File: src/hw/psp_defs.svh
`ifndef PSP_DEFS_SVH
`define PSP_DEFS_SVH

// Register addresses on the host I/O port
`define ADDR_DATA 10'h3F8
`define ADDR_IER  10'h3F9
`define ADDR_IIR  10'h3FA
`define ADDR_LCR  10'h3FB
`define ADDR_MCR  10'h3FC
`define ADDR_LSR  10'h3FD
`define ADDR_MSR  10'h3FE

// Reset values
`define DIV_RESET 16'h0001
`define IER_RESET 4'h0
`define MCR_RESET 5'h00
`define MSR_IDLE  4'hF

// Oversampling: sixteen baud ticks per bit
`define BIT_LAST  6'h0F
`define HALF_LAST 4'h7
`define STOP_ONE  6'h10
`define STOP_ONEH 6'h18
`define STOP_TWO  6'h20

// Interrupt identification codes, bits 2:1
`define IID_LINE  2'h3
`define IID_RXDAT 2'h2
`define IID_THRE  2'h1
`define IID_MODEM 2'h0

`endif

File: src/hw/psp_pkg.sv
package psp_pkg;

  // Line format control, bit 7 down to bit 0
  typedef struct packed {
    logic       divisor_access_select;
    logic       brk;
    logic       stick;
    logic       even;
    logic       pen;
    logic       stop2;
    logic [1:0] wlen;
  } line_fmt_type;

  // Modem line control, bit 4 down to bit 0
  typedef struct packed {
    logic loop;
    logic out2;
    logic out1;
    logic rts;
    logic dtr;
  } modem_ctl_type;

  // One received character with its status
  typedef struct packed {
    logic       brk;
    logic       fe;
    logic       pe;
    logic [7:0] data;
  } rx_char_type;

  typedef enum logic [4:0] {
    tx_idle  = 5'h01,
    tx_start = 5'h02,
    tx_data  = 5'h04,
    tx_par   = 5'h08,
    tx_stop  = 5'h10
  } tx_state_type;

  typedef enum logic [4:0] {
    rx_idle  = 5'h01,
    rx_start = 5'h02,
    rx_data  = 5'h04,
    rx_par   = 5'h08,
    rx_stop  = 5'h10
  } rx_state_type;

endpackage

File: src/hw/primary_serial_port.sv
`timescale 1ns/1ps
`include "psp_defs.svh"
module primary_serial_port #(
  parameter int RX_DEPTH = 2
) (
  // Clock and reset
  input  wire logic       clk_i,
  input  wire logic       rst_n_i,
  // Host I/O port
  input  wire logic [9:0] io_addr_i,
  input  wire logic       io_rd_i,
  input  wire logic       io_wr_i,
  input  wire logic [7:0] io_wdata_i,
  output logic      [7:0] io_rdata_o,
  output logic            irq_o,
  // Serial line
  output logic            txd_o,
  input  wire logic       rxd_i,
  // Modem lines, active low
  input  wire logic       cts_n_i,
  input  wire logic       dsr_n_i,
  input  wire logic       ri_n_i,
  input  wire logic       dcd_n_i,
  output logic            dtr_n_o,
  output logic            rts_n_o,
  output logic            out1_n_o,
  output logic            out2_n_o
);

  typedef struct packed {
    logic [7:0]             thr;
    logic                   thr_full;
    logic [7:0]             dl_lo;
    logic [7:0]             dl_hi;
    logic [3:0]             ier;
    psp_pkg::line_fmt_type  lcr;
    psp_pkg::modem_ctl_type mcr;
    logic                   oe;
    logic                   pe;
    logic                   fe;
    logic                   bi;
    logic                   thre_irq;
    logic [3:0]             msd;
    logic [3:0]             mprev;
    logic [15:0]            pre;
    psp_pkg::tx_state_type  ts;
    logic [5:0]             tt;
    logic [2:0]             tb;
    logic [7:0]             tsh;
    logic                   tpar;
    psp_pkg::rx_state_type  rs;
    logic [3:0]             rt;
    logic [2:0]             rb;
    logic [7:0]             rsh;
    logic                   rpar;
    logic                   rprev;
    logic                   txd;
    logic                   dtr_n;
    logic                   rts_n;
    logic                   out1_n;
    logic                   out2_n;
    logic                   irq;
    logic [7:0]             rdata;
  } state_type;

  state_type             s;
  state_type             next_s;
  logic [15:0]           div;
  logic                  tick;
  logic [2:0]            last;
  logic [5:0]            stop_len;
  logic                  tline;
  logic                  rin;
  logic [3:0]            mnow;
  logic [3:0]            mdelta;
  logic [7:0]            rx_data;
  logic                  ls_p;
  logic                  rda_p;
  logic                  th_p;
  logic                  ms_p;
  logic                  pend;
  logic [1:0]            iid;
  logic                  rx_push;
  logic                  thre_set;
  psp_pkg::rx_char_type  push_char;
  psp_pkg::rx_char_type  buf_out;
  logic                  buf_in_ready;
  logic                  buf_out_valid;
  logic                  pop;
  logic                  rd_data;
  logic                  rd_ier;
  logic                  rd_iir;
  logic                  rd_lsr;
  logic                  rd_msr;

  // Parity bit for a character under the current format
  function automatic logic par_bit(input logic [7:0] d, input psp_pkg::line_fmt_type f);
    logic [7:0] m;
    m = 8'hFF >> (2'h3 - f.wlen);
    return f.stick ? ~f.even : (^(d & m) ^ ~f.even);
  endfunction

  // Baud tick every divisor clocks, sixteen ticks per bit
  assign div  = {s.dl_hi, s.dl_lo};
  assign tick = ({1'b0, s.pre} + 17'h00001) >= {1'b0, div};
  // Index of the last data bit: code 0..3 gives 5..8 bits
  assign last = 3'(3'h4 + {1'b0, s.lcr.wlen});
  assign stop_len = !s.lcr.stop2 ? `STOP_ONE :
                    (s.lcr.wlen == 2'h0) ? `STOP_ONEH : `STOP_TWO;

  // Serial level presented by the transmitter
  assign tline = (s.ts == psp_pkg::tx_start) ? 1'b0 :
                 (s.ts == psp_pkg::tx_data)  ? s.tsh[0] :
                 (s.ts == psp_pkg::tx_par)   ? s.tpar : 1'b1;
  // Loopback feeds the transmitter back into the receiver
  assign rin  = s.mcr.loop ? (tline & ~s.lcr.brk) : rxd_i;
  assign mnow = s.mcr.loop ? ~{s.mcr.out2, s.mcr.out1, s.mcr.dtr, s.mcr.rts}
                           : {dcd_n_i, ri_n_i, dsr_n_i, cts_n_i};
  // Changes, ring only on its trailing edge
  assign mdelta = {mnow[3] ^ s.mprev[3], mnow[2] & ~s.mprev[2],
                   mnow[1] ^ s.mprev[1], mnow[0] ^ s.mprev[0]};
  assign rx_data = s.rsh >> (2'h3 - s.lcr.wlen);

  // Pending sources in priority order
  assign ls_p  = s.ier[2] & (s.oe | s.pe | s.fe | s.bi);
  assign rda_p = s.ier[0] & buf_out_valid;
  assign th_p  = s.ier[1] & s.thre_irq;
  assign ms_p  = s.ier[3] & (|s.msd);
  assign pend  = ls_p | rda_p | th_p | ms_p;
  assign iid   = ls_p ? `IID_LINE : rda_p ? `IID_RXDAT :
                 th_p ? `IID_THRE : `IID_MODEM;

  // Read decode
  assign rd_data = io_rd_i && io_addr_i == `ADDR_DATA;
  assign rd_ier  = io_rd_i && io_addr_i == `ADDR_IER;
  assign rd_iir  = io_rd_i && io_addr_i == `ADDR_IIR;
  assign rd_lsr  = io_rd_i && io_addr_i == `ADDR_LSR;
  assign rd_msr  = io_rd_i && io_addr_i == `ADDR_MSR;
  assign pop     = rd_data & ~s.lcr.divisor_access_select & buf_out_valid;

  // Received characters wait here until software reads them
  char_buffer #(
    .WIDTH ($bits(psp_pkg::rx_char_type)),
    .DEPTH (RX_DEPTH)
  ) char_buffer_inst (
    .clk_i       (clk_i),
    .rst_n_i     (rst_n_i),
    .in_valid_i  (rx_push),
    .in_data_i   (push_char),
    .in_ready_o  (buf_in_ready),
    .out_valid_o (buf_out_valid),
    .out_data_o  (buf_out),
    .out_ready_i (pop)
  );

  // Next state of the whole port
  always_comb begin
    next_s    = s;
    rx_push   = 1'b0;
    thre_set  = 1'b0;
    push_char = '0;
    next_s.pre   = tick ? 16'h0000 : 16'(s.pre + 16'h0001);
    next_s.rprev = rin;
    next_s.mprev = mnow;

    // Transmitter
    if (s.ts != psp_pkg::tx_idle && tick) begin
      next_s.tt = 6'(s.tt + 6'h01);
    end
    unique case (s.ts)
      psp_pkg::tx_idle: begin
        if (s.thr_full) begin
          next_s.tsh      = s.thr;
          next_s.tpar     = par_bit(s.thr, s.lcr);
          next_s.thr_full = 1'b0;
          thre_set        = 1'b1;
          next_s.tt       = 6'h00;
          next_s.ts       = psp_pkg::tx_start;
        end
      end
      psp_pkg::tx_start: begin
        if (tick && s.tt == `BIT_LAST) begin
          next_s.tt = 6'h00;
          next_s.tb = 3'h0;
          next_s.ts = psp_pkg::tx_data;
        end
      end
      psp_pkg::tx_data: begin
        if (tick && s.tt == `BIT_LAST) begin
          next_s.tsh = s.tsh >> 1;
          next_s.tb  = 3'(s.tb + 3'h1);
          next_s.tt  = 6'h00;
          if (s.tb == last) begin
            next_s.ts = s.lcr.pen ? psp_pkg::tx_par : psp_pkg::tx_stop;
          end
        end
      end
      psp_pkg::tx_par: begin
        if (tick && s.tt == `BIT_LAST) begin
          next_s.tt = 6'h00;
          next_s.ts = psp_pkg::tx_stop;
        end
      end
      psp_pkg::tx_stop: begin
        if (tick && s.tt == 6'(stop_len - 6'h01)) begin
          next_s.ts = psp_pkg::tx_idle;
        end
      end
    endcase

    // Receiver, sampling each bit at its middle
    if (s.rs != psp_pkg::rx_idle && tick) begin
      next_s.rt = 4'(s.rt + 4'h1);
    end
    unique case (s.rs)
      psp_pkg::rx_idle: begin
        if (s.rprev && !rin) begin
          next_s.rt = 4'h0;
          next_s.rs = psp_pkg::rx_start;
        end
      end
      psp_pkg::rx_start: begin
        if (tick && s.rt == `HALF_LAST) begin
          next_s.rt = 4'h0;
          next_s.rb = 3'h0;
          next_s.rs = rin ? psp_pkg::rx_idle : psp_pkg::rx_data;
        end
      end
      psp_pkg::rx_data: begin
        if (tick && s.rt == 4'hF) begin
          next_s.rsh = {rin, s.rsh[7:1]};
          next_s.rb  = 3'(s.rb + 3'h1);
          next_s.rt  = 4'h0;
          if (s.rb == last) begin
            next_s.rs = s.lcr.pen ? psp_pkg::rx_par : psp_pkg::rx_stop;
          end
        end
      end
      psp_pkg::rx_par: begin
        if (tick && s.rt == 4'hF) begin
          next_s.rpar = rin;
          next_s.rt   = 4'h0;
          next_s.rs   = psp_pkg::rx_stop;
        end
      end
      psp_pkg::rx_stop: begin
        if (tick && s.rt == 4'hF) begin
          push_char.data = rx_data;
          push_char.fe   = ~rin;
          push_char.pe   = s.lcr.pen & (s.rpar != par_bit(rx_data, s.lcr));
          push_char.brk  = ~rin & (rx_data == 8'h00) & ~(s.lcr.pen & s.rpar);
          rx_push        = 1'b1;
          next_s.rs      = psp_pkg::rx_idle;
        end
      end
    endcase

    // Register writes
    if (io_wr_i) begin
      unique case (io_addr_i)
        `ADDR_DATA: begin
          if (s.lcr.divisor_access_select) begin
            next_s.dl_lo = io_wdata_i;
          end else begin
            next_s.thr      = io_wdata_i;
            next_s.thr_full = 1'b1;
            next_s.thre_irq = 1'b0;
          end
        end
        `ADDR_IER: begin
          if (s.lcr.divisor_access_select) begin
            next_s.dl_hi = io_wdata_i;
          end else begin
            next_s.ier = io_wdata_i[3:0];
            if (io_wdata_i[1] && !s.ier[1] && !s.thr_full) begin
              thre_set = 1'b1;
            end
          end
        end
        `ADDR_LCR: next_s.lcr = io_wdata_i;
        `ADDR_MCR: next_s.mcr = io_wdata_i[4:0];
        default: ;
      endcase
    end

    // Register reads; flags cleared by a read
    if (io_rd_i) begin
      unique case (io_addr_i)
        `ADDR_DATA: next_s.rdata = s.lcr.divisor_access_select ? s.dl_lo : buf_out.data;
        `ADDR_IER:  next_s.rdata = s.lcr.divisor_access_select ? s.dl_hi : {4'h0, s.ier};
        `ADDR_IIR: begin
          next_s.rdata = {5'h00, iid, ~pend};
          if (pend && iid == `IID_THRE) begin
            next_s.thre_irq = 1'b0;
          end
        end
        `ADDR_LCR:  next_s.rdata = s.lcr;
        `ADDR_MCR:  next_s.rdata = {3'h0, s.mcr};
        `ADDR_LSR: begin
          next_s.rdata = {1'b0, ~s.thr_full & (s.ts == psp_pkg::tx_idle), ~s.thr_full,
                          s.bi, s.fe, s.pe, s.oe, buf_out_valid};
          next_s.oe = 1'b0;
          next_s.pe = 1'b0;
          next_s.fe = 1'b0;
          next_s.bi = 1'b0;
        end
        `ADDR_MSR: begin
          next_s.rdata = {s.mprev, s.msd};
          next_s.msd   = 4'h0;
        end
        default: next_s.rdata = 8'h00;
      endcase
    end

    // Hardware events set after any clear, so they are never lost
    if (thre_set) begin
      next_s.thre_irq = 1'b1;
    end
    if (rx_push) begin
      next_s.oe = next_s.oe | ~buf_in_ready;
      next_s.pe = next_s.pe | push_char.pe;
      next_s.fe = next_s.fe | push_char.fe;
      next_s.bi = next_s.bi | push_char.brk;
    end
    next_s.msd = next_s.msd | mdelta;

    // Registered pins
    next_s.txd    = s.lcr.brk ? 1'b0 : (s.mcr.loop | tline);
    next_s.dtr_n  = ~s.mcr.dtr | s.mcr.loop;
    next_s.rts_n  = ~s.mcr.rts | s.mcr.loop;
    next_s.out1_n = ~s.mcr.out1 | s.mcr.loop;
    next_s.out2_n = ~s.mcr.out2 | s.mcr.loop;
    next_s.irq    = pend;

    if (!rst_n_i) begin
      next_s        = '0;
      next_s.dl_lo  = 8'(`DIV_RESET & 16'h00FF);
      next_s.dl_hi  = 8'(`DIV_RESET >> 8);
      next_s.ier    = `IER_RESET;
      next_s.mcr    = `MCR_RESET;
      next_s.mprev  = `MSR_IDLE;
      next_s.ts     = psp_pkg::tx_idle;
      next_s.rs     = psp_pkg::rx_idle;
      next_s.rprev  = 1'b1;
      next_s.txd    = 1'b1;
      next_s.dtr_n  = 1'b1;
      next_s.rts_n  = 1'b1;
      next_s.out1_n = 1'b1;
      next_s.out2_n = 1'b1;
    end
  end

  // State register
  always_ff @(posedge clk_i) begin
    s <= next_s;
  end

  // Outputs straight from the state register
  assign io_rdata_o = s.rdata;
  assign irq_o      = s.irq;
  assign txd_o      = s.txd;
  assign dtr_n_o    = s.dtr_n;
  assign rts_n_o    = s.rts_n;
  assign out1_n_o   = s.out1_n;
  assign out2_n_o   = s.out2_n;
endmodule

File: src/hw/char_buffer.sv
`timescale 1ns/1ps
module char_buffer #(
  parameter int WIDTH = 11,
  parameter int DEPTH = 2
) (
  // Clock and reset
  input  wire logic             clk_i,
  input  wire logic             rst_n_i,
  // Fill side
  input  wire logic             in_valid_i,
  input  wire logic [WIDTH-1:0] in_data_i,
  output logic                  in_ready_o,
  // Drain side
  output logic                  out_valid_o,
  output logic      [WIDTH-1:0] out_data_o,
  input  wire logic             out_ready_i
);
  localparam int AW = (DEPTH > 1) ? $clog2(DEPTH) : 1;
  localparam int CW = AW + 1;

  typedef struct packed {
    logic [AW-1:0] wp;
    logic [AW-1:0] rp;
    logic [CW-1:0] cnt;
  } buf_state_type;

  buf_state_type    s;
  buf_state_type    next_s;
  logic [WIDTH-1:0] mem [DEPTH];
  logic             push;
  logic             pop;

  // Handshake terms; pointers wrap, so DEPTH is a power of two
  assign in_ready_o  = s.cnt != CW'(DEPTH);
  assign out_valid_o = s.cnt != '0;
  assign out_data_o  = mem[s.rp];
  assign push        = in_valid_i & in_ready_o;
  assign pop         = out_valid_o & out_ready_i;

  // Pointer and fill count update
  always_comb begin
    next_s = s;
    if (push) begin
      next_s.wp = AW'(s.wp + 1'b1);
    end
    if (pop) begin
      next_s.rp = AW'(s.rp + 1'b1);
    end
    next_s.cnt = CW'(s.cnt + {{AW{1'b0}}, push} - {{AW{1'b0}}, pop});
    if (!rst_n_i) begin
      next_s = '0;
    end
  end

  // State and storage
  always_ff @(posedge clk_i) begin
    s <= next_s;
    if (push) begin
      mem[s.wp] <= in_data_i;
    end
  end

endmodule

File: config.mk
export PLATFORM = sky130hd
export DESIGN_NAME = primary_serial_port
export DESIGN_NICKNAME = d
export VERILOG_FILES = /design/src/hw/psp_pkg.sv /design/src/hw/primary_serial_port.sv /design/src/hw/char_buffer.sv
export VERILOG_INCLUDE_DIRS = /design/src /design/src/hw
export SDC_FILE = /design/constraint.sdc
export NUM_CORES = 1
export LEC_CHECK = 0
export BUFFER_PORTS_ARGS = -buffer_cell sky130_fd_sc_hd__buf_2
export CORE_MARGIN = 2
export CORE_UTILIZATION = 45
export CTS_CLUSTER_DIAMETER = 30
export DETAILED_ROUTE_END_ITERATION = 7
export PLACE_DENSITY = 0.69
export SLEW_MARGIN = 25
export SYNTH_ARGS = -nofsm -noshare
export SYNTH_HDL_FRONTEND = slang
export SYNTH_SLANG_ARGS = --single-unit
File: constraint.sdc
create_clock -name clk_i -period 6 [get_ports clk_i]
set_input_delay 1.2 -clock clk_i [delete_from_list [all_inputs] [get_ports clk_i]]
set_output_delay 1.2 -clock clk_i [all_outputs]
set_load 0.05 [all_outputs]
==> impl_results.md, run 1 <==
- Status: finished clean
- Main combinational cell family by area after synthesis: simple AND/OR/NAND/NOR gates
- CP startpoint: s[61]
- Final Worst Setup Slack: ~1.8 ns
- Adder-Cell Fraction of Synth Area: under 10%
- Final Hold Slack: about 0.44 ns
- Via density: around 5.7
- XOR/XNOR Fraction of Synth Area: roughly 5.3%
- Synth Area in Simple Gates: a little under a quarter
- Worst r2r path cells: 11
- Port Buf Inserts: 40
- Area Growth Syn to Fin: 11.4%
- CTS sink count: 151
- Root buffer cell: clkbuf_16
- NetSw: roughly 500 µW
- YS warnings: 0
- Yosys cell types: 74
- Final Net Count: between 900 and 1k
- R2R Setup Slk: about 1.8 ns
- Slew HR: a little under half
- CTS tree: yes
- Total power: approximately 2.2 mW
- Synth Area in Compound Gates: between 15 and 20%
- Synthesized flop and latch total: about 150
- PD cells: around 250 nW/µm²
- CP Data Required Time: a little over 6 ns
- Post_cts resized: 0
- Worst skew pair latency: ~0.43 ns
- Final GP Congestion: just over 0.9
- Initial core utilization: around 46%
- Syn Inst Count: around 900
- CTS max path bufs: 2
- Syn nets: 965
- Final ANT Viol Nets: 0
- P_int: approximately 1.7 mW
- Routed wire length: 19.6 mm
- Placed cells: between 1k and 1.5k
- Multiplexer area fraction after synthesis: between 7 and 8%
- Multi-input logic area: 4270 µm²
- Critical path arrival: 4.23 ns
- TNS Setup: 0 ns
- Worst r2r dst: char_buffer_inst.mem[0][3]
- Seq pwr share: 46.9%
- CTS H-Tree Depth: 4
- First-pass GRT wire length: ~32 mm
- Switching Share: approximately 23%
- Die Wd: 136 µm
- Final count of hold timing violations: 0
- Leakage: 3.16 nW
- DRC Markers: 0
- Max-cap violations: 0
- Fin area: 8710 µm²
- Mapped Area: 7820 µm²
- Post-CTS setup buffer count: 0
- Die Span Y: approximately 140 µm
- Number of global-route vias before repair: about 6.1k
- Fin crit share: between 60% and 70%
- Least-Margin Pin Slew: about 0.8 ns
- Syn avg cell area: approximately 8.6 µm²
- Hold Startpoint: s[89]
- Core area: 17100 µm²
- Combinational power share: roughly 3.3%
- GRT overflow: 0
- Layout Cells excl Fill: 1160
- Commonest non-fill, non-tap cell in the layout: dfxtp_1
- Fillers: roughly 1.6k
- WS Path Type: reg2reg
- Layout cell share with drive strength beyond 1: 12.0%
- EDFF count, synth: 16
- CTS buffer count: 17
- End point of the critical path: char_buffer_inst.mem[0][3]
- Detailed Route Iter0 Violations: 503
- Row count: between 40 and 50
- WL per Instance: 16.9 µm
- Initial antenna violation count: 0
- Max IR drop VDD: 0.000229 V
- Commonest cells after routing, fill and taps aside: dfxtp_1 (135), nand2_1 (119), nor2_1 (85), a21oi_1 (67), mux2i_1 (47)
- Register area: ~3200 µm²
- Fmax achieved: 240 MHz
- Min cycle time layout: roughly 4.2 ns
- CP Capture Type: register
- Ys flop type: dfxtp_1
- Final Max Tran Viols: 0
- DP Area: 8090 µm²
- Unrepaired setup endpoints after global routing: no
- Fin util: about half
- DP HPWL: ~14 mm
- Startpoint type of the worst setup path: register
- Clock power share: 49.9%
- Reg clk slew, reported paths: around 0.07 ns
- Largest net degree at the start of global routing: 64
- Reg2reg start: s[61]
- Pre-CTS setup slack: 1.56 ns
- Total die area: roughly 18000 µm²
- Async set-or-reset flop fraction in the synthesized netlist: 0%
- Antenna Cells: 0
- Worst hold path class: reg2reg
- Clock skew: around 0.0073 ns
- First-pass DRT Iterations: 8
- Final setup fails: 0
- Vias after detailed routing: ~6.6k
- Io pins: 41
- CP Max Fanout: 8
- Hold Buf Count CTS: 0
- Register area share after synthesis: about two fifths
- Tot GR Track Use: between 20% and 30%
-- power by group through the flow --
stage	Clock [mW]	Sequential (mW)	Combinational, mW
floorplan	0	1.05	0.0440
global placement	0	1.05	0.0708
detailed placement	0	1.05	0.0713
CTS	1.11	1.03	0.0714
global route	1.16	1.03	0.0788
finish	1.10	1.03	0.0716
-- how the worst min path moves through the flow --
stage,endpoint,depth (start not counted)
after CTS,rts_n_o,1
final,rts_n_o,1
after floorplan,out2_n_o,1
after detailed placement,rts_n_o,1
after global routing,out1_n_o,1
after global placement,out1_n_o,1
-- critical path: stages, from the launching register on --
cell,delay [ns]
dfxtp_1,0.40
and4_1,0.28
and4_1,0.27
and3_1,0.24
nor2b_1,0.22
xnor2_1,0.13
ha_1,0.34
nand4_1,0.15
or2_2,0.34
o211a_2,0.31
or3_1,0.49
nor3_2,0.64
-- metal layers --
metal	track usage, %	up-vias	part of all wire [%]
met3	4.77	36	5.7
li1	-	3253	-
met5	0	-	0
met1	29.9	3100	46
met4	7.35	0	2.2
met2	34.2	172	46
-- sequential cells by signal, indices dropped and copies added (netlist names), named ones only --
name,cells
char_buffer_inst.mem,16
char_buffer_inst.s,4
div,16
dtr_n_o,1
io_rdata_o,8
irq_o,1
out1_n_o,1
out2_n_o,1
rts_n_o,1
s,100
txd_o,1
-- cell usage after synthesis (4+ instances only) --
cell type / count / area [µm²]
nand3b_1: 7 / 52.6
and2_1: 10 / 62.6
o221a_2: 7 / 78.8
and3_1: 22 / 138
nor2_1: 85 / 319
inv_1: 32 / 120
o31ai_1: 4 / 30.0
clkbuf_1: 40 / 150
nor3_1: 15 / 75.1
o21a_1: 4 / 30.0
a22oi_1: 9 / 67.6
or2_2: 4 / 25.0
dfxtp_1: 135 / 2700
mux2_2: 7 / 78.8
nand3_1: 45 / 225
xor2_1: 15 / 131
edfxtp_1: 16 / 480
o21ai_0: 40 / 200
nand4_1: 13 / 81.3
a21oi_1: 67 / 335
xnor2_1: 30 / 263
and4_1: 5 / 43.8
ha_1: 25 / 313
buf_2: 6 / 30.0
a221oi_1: 5 / 43.8
a31oi_1: 8 / 50.1
nor2b_1: 11 / 68.8
nand2_1: 119 / 447
or3_1: 4 / 25.0
mux2i_1: 47 / 470
nor4_1: 4 / 25.0
buf_4: 8 / 60.1
-- logic make-up (layout without fill, tap and decap cells) --
group | count (synthesis) | count (layout)
adders and majority gates | 25 | 25
DFF | 151 | 151
xor gates and xnor gates | 46 | 46
muxes | 54 | 54
AOI/OAI and AO/OA | 182 | 182
buffers and inverters | 89 | 111
and+or+nand+nor | 366 | 366
-- final cells by class --
cell class | count | share of cell area, %
repair buffers | 47 | 2.90
clock buffers | 18 | 4.93
multi-input cells | 673 | 49.0
clock inverters | 14 | 2.04
inverters | 32 | 1.38
well taps | 225 | 3.23
flip-flops and latches | 151 | 36.5
Note: power is estimated with default switching activity, not from simulation.
==> run 2: changes to the inputs <==
--- a/config.mk
+++ b/config.mk
@@ -6,6 +6,7 @@
 export SDC_FILE = /design/constraint.sdc
 export NUM_CORES = 1
 export LEC_CHECK = 0
+export ABC_AREA = 1
 export BUFFER_PORTS_ARGS = -buffer_cell sky130_fd_sc_hd__buf_2
 export CORE_MARGIN = 2
 export CORE_UTILIZATION = 45
==> constraint.sdc (replaced) <==
create_clock -name clk_i -period 4.24 [get_ports clk_i]
set_input_delay 0.848 -clock clk_i [delete_from_list [all_inputs] [get_ports clk_i]]
set_output_delay 0.848 -clock clk_i [all_outputs]
set_load 0.05 [all_outputs]
==> impl_results.md, run 2 <==
- Status: finished clean (unchanged)
- Final ANT Viol Nets: 0 (unchanged)
- Fin crit share: 89.0% (was 69.5%)
- Number of global-route vias before repair: 6537 (was 6084)
- Synth cell count leaders: nand2_1 (191), inv_1 (150), dfxtp_1 (135), nor2_1 (115), o21ai_0 (92) (was dfxtp_1 (135), nand2_1 (119), nor2_1 (85), a21oi_1 (67), mux2i_1 (47))
- CTS max path bufs: 2 (unchanged)
- CTS sink count: 151 (unchanged)
- Buf+Inv Stages, Crit Path: 3 (was 0)
- Post_cts resized: 0 (unchanged)
- Reg clk slew, reported paths: 0.06 ns (was 0.07 ns)
- Seq pwr share: 41.4% (was 46.9%)
- PD cells: 424 nW/µm² (was 253 nW/µm²)
- Max-cap violations: 0 (unchanged)
- Via density: 5.24 (was 5.66)
- Worst skew pair latency: 0.43 ns (about the same)
- Total power: 3.77 mW (was 2.20 mW)
- Hold Buf Count CTS: 0 (unchanged)
- Layout cell share with drive strength beyond 1: 11.6% (was 12.0%)
- CP delay by family, top: simple AND/OR/NAND/NOR gates (unchanged)
- Synthesized flop and latch total: 151 (unchanged)
- Total die area: 18600 µm² (was 18400 µm²)
- Post-CTS setup buffer count: 0 (unchanged)
- CP Data Required Time: 4.38 ns (was 6.06 ns)
- Slew HR: 52.5% (was 45.4%)
- CP Capture Type: register (unchanged)
- Final Net Count: 1153 (was 974)
- Count leader, synth: nand2_1 (was dfxtp_1)
- Routed wire length: 19.8 mm (was 19.6 mm)
- Die Span Y: 136 µm (about the same)
- Clock power share: 45.0% (was 49.9%)
- Async set-or-reset flop fraction in the synthesized netlist: 0% (unchanged)
- Area Growth Syn to Fin: 12.7% (was 11.4%)
- Ranking of synthesized cells by area: dfxtp_1 (34%), nand2_1 (9.1%), inv_1 (7.1%) (was dfxtp_1 (35%), edfxtp_1 (6.1%), mux2i_1 (6.0%))
- Fillers: 1654 (was 1599)
- Final GP Congestion: 0.961 (was 0.911)
- Antenna Cells: 0 (unchanged)
- Most flops, register: s (unchanged)
- DP HPWL: 14.8 mm (was 13.7 mm)
- Die Wd: 136 µm (about the same)
- Leakage: 3.79 nW (was 3.16 nW)
- Row count: 48 (unchanged)
- Initial core utilization: 45.8% (was 45.7%)
- Final setup fails: 0 (unchanged)
- Commonest cells after routing, fill and taps aside: nand2_1 (191), inv_1 (150), dfxtp_1 (135), nor2_1 (115), o21ai_0 (92) (was dfxtp_1 (135), nand2_1 (119), nor2_1 (85), a21oi_1 (67), mux2i_1 (47))
- CTS H-Tree Depth: 4 (unchanged)
- Multi-input logic area: 3890 µm² (was 4270 µm²)
- Critical path arrival: 3.91 ns (was 4.23 ns)
- NetSw: 1.01 mW (was 498 µW)
- Port Buf Inserts: 40 (unchanged)
- Top cell type's share of synthesized area: 34.2% (was 34.6%)
- TNS Setup: 0 ns (unchanged)
- P_int: 2.76 mW (was 1.70 mW)
- Syn nets: 1124 (was 965)
- Clock skew: 0.00598 ns (was 0.00729 ns)
- WS Path Type: reg2reg (unchanged)
- Commonest non-fill, non-tap cell in the layout: nand2_1 (was dfxtp_1)
- Synth area leader: dfxtp_1 (unchanged)
- Ys flop type: dfxtp_1 (unchanged)
- Initial antenna violation count: 0 (unchanged)
- Final count of hold timing violations: 0 (unchanged)
- Max IR drop VDD: 0.000371 V (was 0.000229 V)
- First-pass DRT Iterations: 5 (was 8)
- Tot GR Track Use: 22.3% (was 21.8%)
- CP cell instances: ha_1 -> nand2_1 -> inv_2 -> nand2_4 -> nor3b_1 -> nand4_1 -> xor2_1 -> inv_1 -> ha_1 -> nand4_1 -> nor4_1 -> nand2_1 -> nand3_4 -> nand2_4 -> nor2_4 -> o21ai_2 -> nor2_1 -> buf_4 (was and4_1 -> and4_1 -> and3_1 -> nor2b_1 -> xnor2_1 -> ha_1 -> nand4_1 -> or2_2 -> o211a_2 -> or3_1 -> nor3_2)
- Final Max Tran Viols: 0 (unchanged)
- WL per Instance: 14.8 µm (was 16.9 µm)
- Core area: 17200 µm² (was 17100 µm²)
- Worst hold path class: reg2reg (unchanged)
- CTS buffer count: 17 (unchanged)
- Syn Inst Count: 1072 (was 913)
- Register area: 3180 µm² (unchanged)
- Worst path max stage delay: 0.38 ns (was 0.64 ns)
- Detailed Route Iter0 Violations: 475 (was 503)
- First-pass GRT wire length: 32.3 mm (was 31.6 mm)
- Largest net degree at the start of global routing: 52 (was 64)
- R2R Setup Slk: 0.47 ns (was 1.83 ns)
- CP Max Fanout: 15 (was 8)
- Startpoint type of the worst setup path: register (unchanged)
- Syn avg cell area: 7.36 µm² (was 8.56 µm²)
- DRC Markers: 0 (unchanged)
- Io pins: 41 (unchanged)
- Least-Margin Pin Slew: 0.706 ns (was 0.817 ns)
- Combinational power share: 13.6% (was 3.3%)
- Mapped Area: 7890 µm² (was 7820 µm²)
- Vias after detailed routing: 7021 (was 6561)
- EDFF count, synth: 16 (unchanged)
- Yosys cell types: 56 (was 74)
- Register area share after synthesis: 40.3% (was 40.7%)
- GRT overflow: 0 (unchanged)
- Min cycle time layout: 3.77 ns (was 4.17 ns)
- Switching Share: 26.8% (was 22.6%)
- Root buffer cell: clkbuf_16 (unchanged)
- Max FFs per register: 100 (unchanged)
- CTS tree: yes (unchanged)
- Unrepaired setup endpoints after global routing: no (unchanged)
- Fmax achieved: 265 MHz (was 240 MHz)
- Slowest CP cell: dfxtp_1 (was nor3_2)
- YS warnings: 0 (unchanged)
## run 2: cell types whose count changed in the layout (fill, tap and decap cells not counted), sizes merged, moves of 14 or more
cell / previous run / this run
nor2: 85 / 121
xor2: 15 / 29
xnor2: 30 / 7
inv: 33 / 163
nand2: 119 / 201
a21oi: 69 / 91
o21ai: 41 / 101
and3: 22 / 0
mux2i: 47 / 5
## run 2: logic make-up (layout without fill, tap and decap cells)
family	Yosys count	after routing	synth area share, %
XOR/XNOR	36	36	4.00
multiplexers	5	5	0.634
AND/OR/NAND/NOR	424	424	24.6
buffers and inverters	202	244	10.4
AO/OA/AOI/OAI	229	229	16.1
adder cells (fa/ha/maj)	25	25	3.96
flip-flops	151	151	40.3
## run 2: power groups by stage
stage / combinational (mW) / clock [mW] / sequential, mW
after floorplan: 0.412 / 0 / 1.58
after global placement: 0.500 / 0 / 1.59
after detailed placement: 0.508 / 0 / 1.59
after CTS: 0.514 / 1.71 / 1.56
after global routing: 0.586 / 1.78 / 1.57
final: 0.512 / 1.70 / 1.56
## run 2: final timing paths
kind / end / startpoint / cells past startpoint
worst min-delay path: out1_n_o / s[90] / 1
worst max-delay path: char_buffer_inst.mem[1][4] / s[59] / 18
worst min register to register: out1_n_o / s[90] / 1
worst max register to register: char_buffer_inst.mem[1][4] / s[59] / 18
## run 2: per-layer routing
layer	vias up	part of all wire (%)	track usage, %
met3	34	5.6	5.00
met1	3251	47	29.5
met2	169	46	36.2
met4	0	1.8	7.23
li1	3567	-	-
met5	-	0	0
## run 2: stage by stage
| step | cells | hold WS [ns] | area (µm²) | setup WS, ns | util (%) |
|---|---|---|---|---|---|
| global route | 1339 | 0.456 | 8900 | 0.0558 | 51.6 |
| floorplan | 1072 | 0.392 | 7890 | 0.839 | - |
| CTS | 1339 | 0.427 | 8890 | 0.380 | 51.6 |
| finish | 1339 | 0.431 | 8900 | 0.468 | 51.6 |
| global placement | 1307 | 0.413 | 8220 | 0.487 | 47.7 |
| detailed placement | 1307 | 0.415 | 8220 | 0.409 | 47.7 |
## run 2: final cells by class
cell class,instances,area share (%)
timing repair buffer,46,2.76
sequential,151,35.8
tap,225,3.16
clock inverter,9,1.80
multi-input combinational,719,43.8
clock buffer,23,5.74
inverter,166,7.00
